File: config.mk
export PLATFORM = sky130hd
export DESIGN_NAME = comp_bias_device_flat
export DESIGN_NICKNAME = d
export VERILOG_FILES = /design/src/include/comp_bias_pkg.sv /design/src/include/comp_bias_link_if.sv /design/src/hw/level_sync.sv /design/src/hw/comp_bias_device.sv /design/src/flat_wrapper.sv
export SDC_FILE = /design/constraint.sdc
export NUM_CORES = 1
export LEC_CHECK = 0
export ABC_CLOCK_PERIOD_IN_PS = 8200
export BUFFER_PORTS_ARGS = -buffer_cell sky130_fd_sc_hd__buf_2
export CORE_AREA = 5 5 191 230
export DETAILED_ROUTE_END_ITERATION = 12
export DIE_AREA = 0 0 196 235
export GPL_TIMING_DRIVEN = 0
export PLACE_DENSITY = 0.63
export SLEW_MARGIN = 20
export SYNTH_ARGS = -nofsm -noshare
export SYNTH_HDL_FRONTEND = slang
export SYNTH_SLANG_ARGS = --single-unit
File: constraint.sdc
create_clock -name pclk -period 8.2 [get_ports pclk]
set_input_delay 0.41 -clock pclk [delete_from_list [all_inputs] [get_ports pclk]]
set_output_delay 0.41 -clock pclk [all_outputs]
set_load 0.05 [all_outputs]
File: src/include/comp_bias_pkg.sv
// shared constants, types and states for the compensation and bias link
`default_nettype none
package comp_bias_pkg;
    // command codes
    localparam logic [7:0] CMD_COMP = 8'hB1;
    localparam logic [7:0] CMD_BIAS = 8'hB5;
    localparam logic [7:0] CMD_OVR = 8'hEE;
    localparam logic [7:0] CMD_STORE = 8'h15;
    localparam logic [7:0] CMD_RESTORE = 8'h16;
    // block lengths in data bytes
    localparam logic [7:0] LEN_COMP = 8'h05;
    localparam logic [7:0] LEN_BIAS = 8'h01;
    localparam logic [7:0] LEN_OVR = 8'h01;
    localparam logic [7:0] LEN_NONE = 8'h00;
    // values after reset
    localparam logic [39:0] COMP_RST = 40'h00_0000_0000;
    localparam logic [7:0] BIAS_RST = 8'h90;
    localparam logic [7:0] OVR_RST = 8'h01;
    // compensation word layout
    localparam logic [39:0] COMP_RESV_MASK = 40'h00_0001_00CC;
    localparam int CZI_LO_LSB = 38;
    localparam int CPI_LSB = 33;
    localparam int CZI_MUL_BIT = 32;
    localparam int RVI_LSB = 26;
    localparam int CZI_HI_LSB = 24;
    localparam int CZV_LO_LSB = 22;
    localparam int CPV_LSB = 17;
    localparam int RVV_LSB = 10;
    localparam int CZV_HI_LSB = 8;
    localparam int GMV_LSB = 4;
    localparam int GMI_LSB = 0;
    // bias and override register layout
    localparam int BIAS_SEL_LSB = 4;
    localparam logic [3:0] BIAS_MIN = 4'h3;
    localparam logic [3:0] BIAS_MAX = 4'hA;
    localparam logic [3:0] BIAS_RESV_VAL = 4'h0;
    localparam int OVR_COMP_BIT = 0;
    // transaction time limit
    localparam real TXN_MAX_MS = 1.0;
    localparam real CLK_MHZ = 25.0;
    localparam int TXN_MAX_CYC = int'(TXN_MAX_MS * CLK_MHZ * 1000.0);
    // apb register offsets and fields
    localparam logic [7:0] A_CTRL = 8'h00;
    localparam logic [7:0] A_WLO = 8'h04;
    localparam logic [7:0] A_WHI = 8'h08;
    localparam logic [7:0] A_STAT = 8'h0C;
    localparam logic [7:0] A_RLO = 8'h10;
    localparam logic [7:0] A_RHI = 8'h14;
    localparam int GO_BIT = 0;
    localparam int RNW_BIT = 1;
    localparam int LOWOK_BIT = 2;
    localparam int CMD_LSB = 8;
    localparam int CNT_LSB = 16;
    localparam int ST_BUSY = 0;
    localparam int ST_DONE = 1;
    localparam int ST_ERR = 2;
    localparam int ST_REF = 3;

    typedef struct packed {
        logic [3:0] current_integ_cap_select;
        logic [4:0] current_filter_cap_select;
        logic current_integ_cap_doubler;
        logic [5:0] current_gain_res_select;
        logic [3:0] voltage_integ_cap_select;
        logic [4:0] voltage_filter_cap_select;
        logic [5:0] voltage_gain_res_select;
        logic [1:0] voltage_transcond_select;
        logic [1:0] current_transcond_select;
    } loop_sel_s;

    typedef enum logic [1:0] {
        D_IDLE = 2'b00,
        D_WR = 2'b01,
        D_FIN = 2'b11,
        D_RD = 2'b10
    } dev_state_e;

    typedef enum logic [1:0] {
        H_IDLE = 2'b00,
        H_SEND = 2'b01,
        H_WAIT = 2'b11
    } host_state_e;
endpackage
`default_nettype wire

File: src/include/comp_bias_link_if.sv
// block transfer link between the host end and the device end
`timescale 1ns/100ps
`default_nettype none
interface comp_bias_link_if (
    input wire logic pclk,
    input wire logic presetn
);
    logic start;
    logic rnw;
    logic [7:0] cmd;
    logic [7:0] cnt;
    logic [7:0] wbyte;
    logic wvalid;
    logic [7:0] rbyte;
    logic rvalid;
    logic done;
    logic err;

    modport dev (
        input pclk, presetn, start, rnw, cmd, cnt, wbyte, wvalid,
        output rbyte, rvalid, done, err
    );
    modport host (
        input pclk, presetn, rbyte, rvalid, done, err,
        output start, rnw, cmd, cnt, wbyte, wvalid
    );
endinterface
`default_nettype wire

File: src/hw/level_sync.sv
// two flip-flop synchroniser for levels from outside the clock domain
`timescale 1ns/100ps
`default_nettype none
module level_sync #(
    parameter int W = 1
) (
    // clock and reset
    input wire logic pclk,
    input wire logic presetn,
    // levels
    input wire logic [W-1:0] async_in,
    output logic [W-1:0] sync_out
);
    logic [W-1:0] meta_q;

    always_ff @(posedge pclk or negedge presetn) begin
        if (!presetn) begin
            meta_q <= '0;
            sync_out <= '0;
        end else begin
            meta_q <= async_in;
            sync_out <= meta_q;
        end
    end
endmodule
`default_nettype wire

File: src/hw/comp_bias_device.sv
// device end: compensation and bias registers behind the block link
//
// Implementation choice: the APB interface to the registers.
`timescale 1ns/100ps
`default_nettype none
module comp_bias_device #(
    parameter int unsigned TXN_LIMIT = comp_bias_pkg::TXN_MAX_CYC
) (
    // link to host
    comp_bias_link_if.dev lk,
    // device pins
    input wire logic conversion_enable,
    input wire logic analog_supply_ok,
    input wire logic [39:0] strap_comp,
    // control loop and bias regulator
    output comp_bias_pkg::loop_sel_s loop_settings,
    output logic [3:0] bias_level_select,
    output logic hw_update_blocked
);
    comp_bias_pkg::dev_state_e state_q;
    logic [7:0] cmd_q;
    logic [7:0] cnt_q;
    logic rnw_q;
    logic rd_ok_q;
    logic [7:0] idx_q;
    logic [31:0] wd_q;
    logic [39:0] buf_q;
    logic [39:0] rd_sh_q;
    logic [7:0] rd_len_q;
    logic [39:0] comp_q;
    logic [39:0] nvm_comp_q;
    logic [7:0] nvm_bias_q;
    logic [7:0] bias_q;
    logic [7:0] ovr_q;
    logic supply_d_q;
    logic conv_s;
    logic supply_s;
    logic [39:0] strap_s;
    logic [8:0] info;
    logic [8:0] info_in;
    logic timeout;
    logic bias_ok;
    logic wr_ok;
    logic restore;
    logic [39:0] restore_word;

    level_sync #(.W(42)) u_sync (
        .pclk(lk.pclk),
        .presetn(lk.presetn),
        .async_in({conversion_enable, analog_supply_ok, strap_comp}),
        .sync_out({conv_s, supply_s, strap_s})
    );

    // known flag and length of a command
    function automatic logic [8:0] cmd_info(input logic [7:0] c);
        case (c)
            comp_bias_pkg::CMD_COMP: cmd_info = {1'b1, comp_bias_pkg::LEN_COMP};
            comp_bias_pkg::CMD_BIAS: cmd_info = {1'b1, comp_bias_pkg::LEN_BIAS};
            comp_bias_pkg::CMD_OVR: cmd_info = {1'b1, comp_bias_pkg::LEN_OVR};
            comp_bias_pkg::CMD_STORE: cmd_info = {1'b1, comp_bias_pkg::LEN_NONE};
            comp_bias_pkg::CMD_RESTORE: cmd_info = {1'b1, comp_bias_pkg::LEN_NONE};
            default: cmd_info = {1'b0, comp_bias_pkg::LEN_NONE};
        endcase
    endfunction

    // split the packed word into loop selects
    function automatic comp_bias_pkg::loop_sel_s unpack(input logic [39:0] w);
        unpack.current_integ_cap_select = {w[comp_bias_pkg::CZI_HI_LSB +: 2],
            w[comp_bias_pkg::CZI_LO_LSB +: 2]};
        unpack.current_filter_cap_select = w[comp_bias_pkg::CPI_LSB +: 5];
        unpack.current_integ_cap_doubler = w[comp_bias_pkg::CZI_MUL_BIT];
        unpack.current_gain_res_select = w[comp_bias_pkg::RVI_LSB +: 6];
        unpack.voltage_integ_cap_select = {w[comp_bias_pkg::CZV_HI_LSB +: 2],
            w[comp_bias_pkg::CZV_LO_LSB +: 2]};
        unpack.voltage_filter_cap_select = w[comp_bias_pkg::CPV_LSB +: 5];
        unpack.voltage_gain_res_select = w[comp_bias_pkg::RVV_LSB +: 6];
        unpack.voltage_transcond_select = w[comp_bias_pkg::GMV_LSB +: 2];
        unpack.current_transcond_select = w[comp_bias_pkg::GMI_LSB +: 2];
    endfunction

    assign info = cmd_info(cmd_q);
    assign info_in = cmd_info(lk.cmd);
    assign timeout = (state_q == comp_bias_pkg::D_WR || state_q == comp_bias_pkg::D_RD)
        && wd_q == 32'(TXN_LIMIT - 1);
    assign bias_ok = buf_q[comp_bias_pkg::BIAS_SEL_LSB +: 4] >= comp_bias_pkg::BIAS_MIN
        && buf_q[comp_bias_pkg::BIAS_SEL_LSB +: 4] <= comp_bias_pkg::BIAS_MAX;
    assign wr_ok = info[8] && cnt_q == info[7:0]
        && (cmd_q != comp_bias_pkg::CMD_BIAS || bias_ok);
    assign restore = (state_q == comp_bias_pkg::D_FIN && !rnw_q && wr_ok
        && cmd_q == comp_bias_pkg::CMD_RESTORE) || (supply_s && !supply_d_q);
    assign restore_word = ovr_q[comp_bias_pkg::OVR_COMP_BIT] ? strap_s : nvm_comp_q;

    // transfer sequencing
    always_ff @(posedge lk.pclk or negedge lk.presetn) begin
        if (!lk.presetn) begin
            state_q <= comp_bias_pkg::D_IDLE;
            cmd_q <= 8'h00;
            cnt_q <= 8'h00;
            rnw_q <= 1'b0;
            idx_q <= 8'h00;
            wd_q <= 32'h0000_0000;
        end else begin
            case (state_q)
                comp_bias_pkg::D_IDLE: begin
                    idx_q <= 8'h00;
                    wd_q <= 32'h0000_0000;
                    if (lk.start) begin
                        cmd_q <= lk.cmd;
                        cnt_q <= lk.cnt;
                        rnw_q <= lk.rnw;
                        if (lk.rnw) begin
                            state_q <= comp_bias_pkg::D_RD;
                        end else if (lk.cnt == 8'h00) begin
                            state_q <= comp_bias_pkg::D_FIN;
                        end else begin
                            state_q <= comp_bias_pkg::D_WR;
                        end
                    end
                end
                comp_bias_pkg::D_WR: begin
                    wd_q <= wd_q + 32'h0000_0001;
                    if (timeout) begin
                        state_q <= comp_bias_pkg::D_IDLE;
                    end else if (lk.wvalid) begin
                        idx_q <= idx_q + 8'h01;
                        if (idx_q + 8'h01 == cnt_q) begin
                            state_q <= comp_bias_pkg::D_FIN;
                        end
                    end
                end
                comp_bias_pkg::D_RD: begin
                    wd_q <= wd_q + 32'h0000_0001;
                    idx_q <= idx_q + 8'h01;
                    if (timeout || !rd_ok_q || idx_q == rd_len_q) begin
                        state_q <= comp_bias_pkg::D_FIN;
                    end
                end
                comp_bias_pkg::D_FIN: state_q <= comp_bias_pkg::D_IDLE;
                default: state_q <= comp_bias_pkg::D_IDLE;
            endcase
        end
    end

    // write collection and read word
    always_ff @(posedge lk.pclk or negedge lk.presetn) begin
        if (!lk.presetn) begin
            buf_q <= 40'h00_0000_0000;
            rd_sh_q <= 40'h00_0000_0000;
            rd_len_q <= 8'h00;
            rd_ok_q <= 1'b0;
        end else if (state_q == comp_bias_pkg::D_IDLE && lk.start) begin
            buf_q <= 40'h00_0000_0000;
            rd_len_q <= info_in[7:0];
            rd_ok_q <= info_in[8] && info_in[7:0] != 8'h00;
            case (lk.cmd)
                comp_bias_pkg::CMD_COMP: rd_sh_q <= comp_q;
                comp_bias_pkg::CMD_BIAS: rd_sh_q <= {32'h0000_0000, bias_q};
                comp_bias_pkg::CMD_OVR: rd_sh_q <= {32'h0000_0000, ovr_q};
                default: rd_sh_q <= 40'h00_0000_0000;
            endcase
        end else if (state_q == comp_bias_pkg::D_WR && lk.wvalid && idx_q < 8'h05) begin
            buf_q[{idx_q[2:0], 3'b000} +: 8] <= lk.wbyte;
        end else if (state_q == comp_bias_pkg::D_RD && idx_q != 8'h00) begin
            rd_sh_q <= {8'h00, rd_sh_q[39:8]};
        end
    end

    // link answer: count byte first, then data low byte first
    always_ff @(posedge lk.pclk or negedge lk.presetn) begin
        if (!lk.presetn) begin
            lk.rbyte <= 8'h00;
            lk.rvalid <= 1'b0;
            lk.done <= 1'b0;
            lk.err <= 1'b0;
        end else begin
            lk.rvalid <= state_q == comp_bias_pkg::D_RD && rd_ok_q && !timeout;
            lk.rbyte <= (idx_q == 8'h00) ? rd_len_q : rd_sh_q[7:0];
            lk.done <= state_q == comp_bias_pkg::D_FIN || (timeout
                && state_q == comp_bias_pkg::D_WR);
            lk.err <= (state_q == comp_bias_pkg::D_FIN && (rnw_q ? (!rd_ok_q || timeout)
                : !wr_ok)) || (timeout && state_q == comp_bias_pkg::D_WR);
        end
    end

    // watch for the analog supply coming back
    always_ff @(posedge lk.pclk or negedge lk.presetn) begin
        if (!lk.presetn) begin
            supply_d_q <= 1'b0;
        end else begin
            supply_d_q <= supply_s;
        end
    end

    // registers, nvm copy and loop hardware
    always_ff @(posedge lk.pclk or negedge lk.presetn) begin
        if (!lk.presetn) begin
            comp_q <= comp_bias_pkg::COMP_RST;
            nvm_comp_q <= comp_bias_pkg::COMP_RST;
            bias_q <= comp_bias_pkg::BIAS_RST;
            nvm_bias_q <= comp_bias_pkg::BIAS_RST;
            ovr_q <= comp_bias_pkg::OVR_RST;
            loop_settings <= '0;
            hw_update_blocked <= 1'b0;
        end else if (restore) begin
            comp_q <= restore_word;
            loop_settings <= unpack(restore_word);
            bias_q <= nvm_bias_q;
            hw_update_blocked <= 1'b0;
        end else if (state_q == comp_bias_pkg::D_FIN && !rnw_q && wr_ok) begin
            case (cmd_q)
                comp_bias_pkg::CMD_COMP: begin
                    comp_q <= buf_q;
                    if (conv_s) begin
                        hw_update_blocked <= 1'b1;
                    end else begin
                        loop_settings <= unpack(buf_q);
                        hw_update_blocked <= 1'b0;
                    end
                end
                comp_bias_pkg::CMD_BIAS: bias_q <= {buf_q[comp_bias_pkg::BIAS_SEL_LSB +: 4],
                    comp_bias_pkg::BIAS_RESV_VAL};
                comp_bias_pkg::CMD_OVR: ovr_q <= buf_q[7:0];
                comp_bias_pkg::CMD_STORE: begin
                    nvm_comp_q <= comp_q;
                    nvm_bias_q <= bias_q;
                end
                default: ovr_q <= ovr_q;
            endcase
        end
    end

    assign bias_level_select = bias_q[comp_bias_pkg::BIAS_SEL_LSB +: 4];
endmodule
`default_nettype wire

File: src/flat_wrapper.sv
// flat-port wrapper written by rule: the top's interface ports become plain ports
module comp_bias_device_flat 
#(
    parameter int unsigned TXN_LIMIT = comp_bias_pkg::TXN_MAX_CYC
)
  (conversion_enable, analog_supply_ok, strap_comp, loop_settings, bias_level_select, hw_update_blocked, pclk, presetn, lk_start, lk_rnw, lk_cmd, lk_cnt, lk_wbyte, lk_wvalid, lk_rbyte, lk_rvalid, lk_done, lk_err);
  comp_bias_link_if lk_i (.pclk(pclk), .presetn(presetn));
  input wire logic conversion_enable;
  input wire logic analog_supply_ok;
  input wire logic [39:0] strap_comp;
  output comp_bias_pkg::loop_sel_s loop_settings;
  output logic [3:0] bias_level_select;
  output logic hw_update_blocked;
  input wire logic pclk;
  input wire logic presetn;
  input wire logic [$bits(lk_i.start)-1:0] lk_start;
  input wire logic [$bits(lk_i.rnw)-1:0] lk_rnw;
  input wire logic [$bits(lk_i.cmd)-1:0] lk_cmd;
  input wire logic [$bits(lk_i.cnt)-1:0] lk_cnt;
  input wire logic [$bits(lk_i.wbyte)-1:0] lk_wbyte;
  input wire logic [$bits(lk_i.wvalid)-1:0] lk_wvalid;
  output wire logic [$bits(lk_i.rbyte)-1:0] lk_rbyte;
  output wire logic [$bits(lk_i.rvalid)-1:0] lk_rvalid;
  output wire logic [$bits(lk_i.done)-1:0] lk_done;
  output wire logic [$bits(lk_i.err)-1:0] lk_err;
  assign lk_i.start = lk_start;
  assign lk_i.rnw = lk_rnw;
  assign lk_i.cmd = lk_cmd;
  assign lk_i.cnt = lk_cnt;
  assign lk_i.wbyte = lk_wbyte;
  assign lk_i.wvalid = lk_wvalid;
  assign lk_rbyte = lk_i.rbyte;
  assign lk_rvalid = lk_i.rvalid;
  assign lk_done = lk_i.done;
  assign lk_err = lk_i.err;
  comp_bias_device #(.TXN_LIMIT(TXN_LIMIT)) u_core (.lk(lk_i), .conversion_enable(conversion_enable), .analog_supply_ok(analog_supply_ok), .strap_comp(strap_comp), .loop_settings(loop_settings), .bias_level_select(bias_level_select), .hw_update_blocked(hw_update_blocked));
endmodule
==> Word-level counts from Yosys, hierarchy flattened <==
Index checks and enable logic that the tools add are counted.
{ "totals": {"ff_bits": 384, "inputBits": 71, "output_inout_bits": 51, "word_cells": 160} }
{ "classes": {"add_sub_neg": 3, "order_cmp": 3, "n_eq_ne": 26, "n_shift": 2, "muxes": 38, "bitwise": 1, "reduce_logical": 55} }
{ "op_table": {"columns": ["operator", "n"], "rows": [
  ["40-bit 2-to-1 mux", 9],
  ["35-bit 2-to-1 mux", 4],
  ["40-bit one-hot mux with 3 select lines", 1],
  ["32-bit one-hot mux with 2 select lines", 1],
  ["9-bit one-hot mux with 3 select lines", 2],
  ["8-bit equality test, second input constant", 6],
  ["8-bit 2-to-1 mux", 6],
  ["40-bit bitwise mux", 1],
  ["8-bit by 8-bit variable shift with 40-bit output, first input constant", 1],
  ["8-bit by 8-bit indexed part select with 40-bit output", 1],
  ["32-bit by 1-bit adder with 32-bit output, second input constant", 1],
  ["32-bit by 15-bit equality test with 1-bit output, second input constant", 1],
  ["8-bit by 5-bit equality test with 1-bit output, second input constant", 4],
  ["8-bit equality test", 3],
  ["8-bit one-hot mux with 3 select lines", 1],
  ["1-bit logical AND", 17],
  ["8-bit zero test", 2],
  ["8-bit nonzero test", 2],
  ["2-bit 2-to-1 mux", 7],
  ["3-bit AND reduction", 4],
  ["2-bit nonzero test", 6],
  ["2-bit OR reduction", 5],
  ["8-bit by 1-bit adder with 8-bit output, second input constant", 1],
  ["8-bit by 3-bit less-than comparator with 1-bit output, second input constant", 1],
  ["19 further kinds", 41]
]} }

==> Depth between registers and ports, before layout <==
{ "logic_depth": {"ltp_word": 11, "depth_mapped": 11, "ltp_nobuf": 9} }

==> Hierarchy <==
Synthesis repeated with hierarchy kept, for this count alone.
{ "unflattened": {"hier_cells": 1467, "area_unflattened_um2": 16413.2} }
{ "by_module_without_submodules": {"columns": ["module", "n_inst", "cells_per_inst", "area_per_inst_um2", "seq_area_each_um2"], "rows": [
  ["comp_bias_device", 1, 1383, 14311.2, 7363.3],
  ["level_sync", 1, 84, 2102.0, 2102.0]
]} }

==> Worst setup path before layout <==
Ideal clock, no wire load.
{ "synth_timing": {"path_kind": "reg-to-reg", "from": "register u_core.cmd_q[5]", "to": "register u_core.nvm_bias_q[0]", "setup_time_ns": 0.125, "arrival_time_ns": 2.778, "required_ns": 8.075, "slack_ns": 5.297, "path_stages_with_launch": 9, "n_path_buf": 2, "synth_period_minus_slack_ns": 2.903, "path_cell_list": "dfrtp_1 -> or4b_4 -> o41a_1 -> a311oi_1 -> nand3_1 -> or4_4 -> buf_6 -> buf_6 -> mux2_4"} }
{ "synth_between": {"elab_chain_cells": 11, "elab_cells_between_ends": 18, "cone_classes": "eq/ne (7); mux (1); bitwise (1); reduce/logical (9)"} }
{ "synth_rtl": {"columns": ["item", "line", "source"], "rows": [
  ["from (decl)", "comp_bias_device.sv:21", "logic [7:0] cmd_q;"],
  ["from (signal assigned)", "comp_bias_device.sv:108", "cmd_q <= lk.cmd;"],
  ["8-bit by 5-bit equality test with 1-bit output (tied with other cells)", "comp_bias_device.sv:56, comp_bias_device.sv:210", null],
  ["2-bit OR reduction (no source line)", null, null],
  ["9-bit one-hot mux with 3 select lines", "comp_bias_device.sv:56", "case (c)"],
  ["8-bit equality test", "comp_bias_device.sv:87", "assign wr_ok = info[8] && cnt_q == info[7:0]"],
  ["1-bit logical AND", "comp_bias_device.sv:87", null],
  ["1-bit logical AND", "comp_bias_device.sv:88", "&& (cmd_q != comp_bias_pkg::CMD_BIAS || bias_ok);"],
  ["1-bit logical AND", "comp_bias_device.sv:89, comp_bias_device.sv:209", null],
  ["1-bit logical AND", "comp_bias_device.sv:90", "&& cmd_q == comp_bias_pkg::CMD_RESTORE) || (supply_s && !supply_d_q);"],
  ["1-bit logical OR", "comp_bias_device.sv:90", null],
  ["1-bit inverter (no source line)", null, null],
  ["3-bit AND reduction (no source line) *", null, null],
  ["to (signal assigned)", "comp_bias_device.sv:200", "nvm_bias_q <= comp_bias_pkg::BIAS_RST;"],
  ["to (signal assigned)", "comp_bias_device.sv:225", "nvm_bias_q <= bias_q;"],
  ["to (decl)", "comp_bias_device.sv:32", "logic [7:0] nvm_bias_q;"]
]} }
Mark *: on every way between the ends. The rest lies on a longest branch, timed or not.
A chain may end at the register's enable or synchronous reset.

==> Final worst setup path <==
{ "layout_timing": {"from": "register u_core.cmd_q[6]", "to": "register u_core.comp_q[22]"} }
{ "layout_between": {"elab_chain_cells": 11, "elab_cells_between_ends": 20, "cone_classes": "eq/ne (7); mux (2); reduce/logical (11)"} }
{ "layout_rtl": {"columns": ["item", "line", "source"], "rows": [
  ["8-bit by 5-bit equality test with 1-bit output (tied with other cells)", "comp_bias_device.sv:56", null],
  ["2-bit OR reduction (no source line)", null, null],
  ["9-bit one-hot mux with 3 select lines", "comp_bias_device.sv:56", null],
  ["8-bit equality test", "comp_bias_device.sv:87", null],
  ["1-bit logical AND", "comp_bias_device.sv:87", null],
  ["1-bit logical AND", "comp_bias_device.sv:88", null],
  ["1-bit logical AND", "comp_bias_device.sv:89, comp_bias_device.sv:209", null],
  ["1-bit logical AND", "comp_bias_device.sv:90", null],
  ["1-bit logical OR", "comp_bias_device.sv:90", null],
  ["2-bit nonzero test (no source line)", null, null],
  ["2-bit AND reduction (no source line)", null, null],
  ["to (signal assigned)", "comp_bias_device.sv:197", "comp_q <= comp_bias_pkg::COMP_RST;"],
  ["to (signal assigned)", "comp_bias_device.sv:205", "comp_q <= restore_word;"],
  ["to (signal assigned)", "comp_bias_device.sv:212", "comp_q <= buf_q;"],
  ["to (decl)", "comp_bias_device.sv:30", "logic [39:0] comp_q;"]
]} }
Parallel ways exist; a longest one is shown, timed or not.

==> results by group <==
Yosys
  • EDFF count, synth: 0
  • Register area share after synthesis: 0.581
  • Avg Cell Area, Syn: 11.3 sq um
  • Syn_nets: 1524
  • Mapped Area: 16300 sq um
  • Post-synthesis async set-or-reset flop share: 1.00
  • Cells after Synth: 1440
  • Yosys warns: 0
  • Yosys reg bits: 378
  • Cell variety after synth: 63
  • Most common flop cell mapped by yosys: dfrtp_1

Detailed routing
  • Pre-Repair DR Iteration Count: 5
  • Via count: 12500
  • Iter 0 DRT Violations: 917
  • WL per Instance: 21.2 um
  • ANT nets after route: 0
  • Remaining DRCs: 0
  • DRT Wirelength: 47.3 mm
  • Vias per inst: 5.58

Pwr
  • Switching share of power: 0.315
  • Internal power: 3.39 mW
  • Combinational share of power: 0.192
  • Clk pwr share: 0.379
  • Psw: 1.56 mW
  • Sequential power share: 0.429
  • Max VDD drop: 0.157 mV
  • Cell area power density: 253 nW/um^2
  • Leak: 8.97 nW

Floorplan
  • Std cell rows: 82
  • Area of the core: 41400 sq um
  • Num ports: 122
  • Die Area: 46100 sq um
  • Starting Density: 0.393
  • Die Width: 196 um
  • Chip height: 235 um

Worst setup path
  • CP endpoint kind: flip-flop
  • Required time of the critical path: 8.70 ns
  • CP Launch Type: flip-flop
  • Crit path max fanout: 10
  • Critical path arrival: 4.32 ns
  • CP Class: reg2reg

Timing
  • Min cycle time layout: 3.82 ns
  • Max-slew violations: 0
  • Setup repair after global routing missed its margin: false
  • Final worst path period share: 0.466
  • Fmax: 262 MHz
  • Final hold viol count: 0
  • Fin Clk Skew: 0.0274 ns
  • Hold WS: 0.0502 ns
  • Final setup vio count: 0
  • Headroom to the max-slew limit: 0.234
  • Slew @ Worst Pin: 1.15 ns

Global routing
  • Global-route wire length before repair: 74.1 mm
  • Total congestion overflow: 0
  • Largest net degree at the start of global routing: 101
  • Total track usage: 0.204
  • Initial antenna violation count: 2
  • Number of global-route vias before repair: 12800

Placement
  • GP Congestion: 0.884
  • Dpl hpwl: 33.3 mm
  • Placed cell area: 17700 sq um
  • Port bufs: 121

Clocking
  • Post-CTS setup buffers: 0
  • Bufs on Longest Clock Path: 3
  • CTS tree: done
  • Clock-pin slew on the worst setup and hold paths: 0.06 ns
  • Clk root buf: clkbuf_16
  • CTS sink count: 378
  • H-tree depth: 2
  • CTS buffer count: 42
  • Worst skew pair latency: 0.57 ns

Cells and area
  • Final nets: 1738
  • Layout cells sized above 1: 0.179
  • Cell area after layout: 19600 sq um
  • Fillcell total: 3900
  • P&R area growth vs syn: 20.1%

Run
  • Max-Cap Viols: 0

Min path
  • Worst min-delay path class: in2reg

Status
  • Outcome: complete, no violations
==> cell usage after synthesis, drive strengths merged, types with 5 or more instances <==
cell	instances	area [sq um]
buf	21	128
o21ai	90	450
a22o	27	236
or3	7	43.8
nor4	14	93.8
nand3	28	140
or4	6	48.8
nor2	96	360
a22oi	57	428
o31ai	6	45.0
a21oi	45	229
inv	56	210
clkbuf	68	255
and2	15	93.8
nor3	20	105
xor2	18	158
and4	6	52.6
nand2b	9	56.3
nand2	162	608
dfstp	5	131
ha	13	163
o211ai	15	113
mux2i	52	521
xnor2	19	166
dfrtp	373	9330
mux2	66	818
nand4	15	93.8
a221o	75	751
==> routing by layer <==
metal,wire [um],share of wire,global-route usage,vias up
li1,-,-,-,5642
met1,20200,0.43,0.275,6265
met2,22300,0.47,0.323,464
met3,3190,0.067,0.0441,98
met4,1600,0.034,0.0766,2
met5,13,0.00027,0,-
==> sequential cells by signal, summed over array words and instances (netlist names), 32 cells and up <==
| register | count |
|---|---|
| u_core.buf_q | 40 |
| u_core.comp_q | 40 |
| u_core.loop_settings | 35 |
| u_core.nvm_comp_q | 40 |
| u_core.rd_sh_q | 40 |
| u_core.u_sync.meta_q | 42 |
| u_core.u_sync.sync_out | 42 |
| u_core.wd_q | 32 |
==> cell usage in the layout (no fill, tap or decap), types with 5 or more instances in the layout <==
cell	n
dfrtp_1	373
nand2_1	162
buf_2	130
nor2_1	96
o21ai_0	89
clkbuf_1	76
a221o_1	75
a22oi_1	57
inv_1	56
mux2i_1	52
mux2_2	46
clkbuf_16	45
a21oi_1	44
dlygate4sd3_1	43
nand3_1	28
a22o_1	27
mux2_4	20
xnor2_1	19
xor2_1	18
nor3_1	15
nand4_1	15
o211ai_1	15
and2_1	13
ha_1	13
clkbuf_8	13
nor4_1	12
nand2b_1	9
clkinv_2	9
or3_1	7
and4_1	6
o31ai_1	6
or4_1	5
nor3_2	5
buf_1	5
buf_4	5
dfstp_2	5
==> critical path, cell delays in order (launching register included) <==
cell and delay (ns):
dfrtp_1 0.44, nand4bb_1 0.32, nor4_2 0.93, xnor2_1 0.22
nand3_1 0.11, buf_2 0.23, nor3_1 0.72, clkbuf_1 0.52
a221o_1 0.25
==> power by group through the flow <==
stage                     registers [mW]  clock network (mW)  logic (mW)
final                               2.12                1.87       0.952
after global routing                2.13                2.00        1.05
after CTS                           2.12                1.91       0.952
after detailed placement            2.15                   0       0.930
after global placement              2.15                   0       0.902
after floorplan                     2.17                   0       0.552
==> worst paths after layout <==
path	start	to	slack (ns)	cells past startpoint
max in group asynchronous	presetn	u_core.comp_q[15]$_DFFE_PN0P_	6.74	4
worst min-delay path	lk_cnt[2]	u_core.cnt_q[2]$_DFFE_PN0P_	0.05	3
min in group asynchronous	presetn	u_core.wd_q[16]$_DFFE_PN0P_	0.32	2
worst max register to register	u_core.cmd_q[6]$_DFFE_PN0P_	u_core.comp_q[22]$_DFFE_PN0P_	4.38	8
worst max-delay path	u_core.cmd_q[6]$_DFFE_PN0P_	u_core.comp_q[22]$_DFFE_PN0P_	4.38	8
worst min register to register	u_core.u_sync.meta_q[3]$_DFF_PN0_	u_core.u_sync.sync_out[3]$_DFF_PN0_	0.34	0
==> timing repair <==
action | 4_1_cts | 5_1_grt
resized for setup | 0 | 0
hold buffers | 43 | 0
endpoints found under the setup margin | 0 | 0
endpoints found under the hold margin | 77 | 0
==> cell families (layout without fill, tap and decap cells) <==
kind of cell / Yosys count / after routing / synth area share
AOI/OAI and AO/OA: 345 / 345 / 0.154
xor gates and xnor gates: 37 / 37 / 0.0199
other: 0 / 1 / 0
buffers and inverters: 145 / 391 / 0.0364
adders and majority gates: 13 / 13 / 0.00998
DFF: 378 / 378 / 0.581
muxes: 118 / 118 / 0.0822
and+or+nand+nor: 404 / 404 / 0.117
==> per-stage QoR <==
step	util	setup TNS (ns)	setup WS (ns)	power [mW]	instances
after detailed placement	0.428	0	4.48	3.08	2113
final	0.472	0	4.38	4.95	2233
after global routing	0.472	0	4.13	5.18	2232
after floorplan	-	0	5.30	2.72	1440
after CTS	0.472	0	4.47	4.98	2232
after global placement	0.424	-209.65	-0.610	3.05	2107
==> cell type report <==
cell class / instances / area [sq um] / area share
Tap cell: 546 / 683 / 0.0349
Inverter: 56 / 210 / 0.0107
Timing Repair Buffer: 170 / 1170 / 0.0597
Clock inverter: 10 / 52.6 / 0.00269
Sequential cell: 378 / 9470 / 0.484
Buffer: 89 / 383 / 0.0196
Clock buffer: 66 / 1340 / 0.0682
Antenna cell: 1 / 2.50 / 0.000128
Multi-Input combinational cell: 917 / 6270 / 0.320
Power figures use the tool's default switching activity.
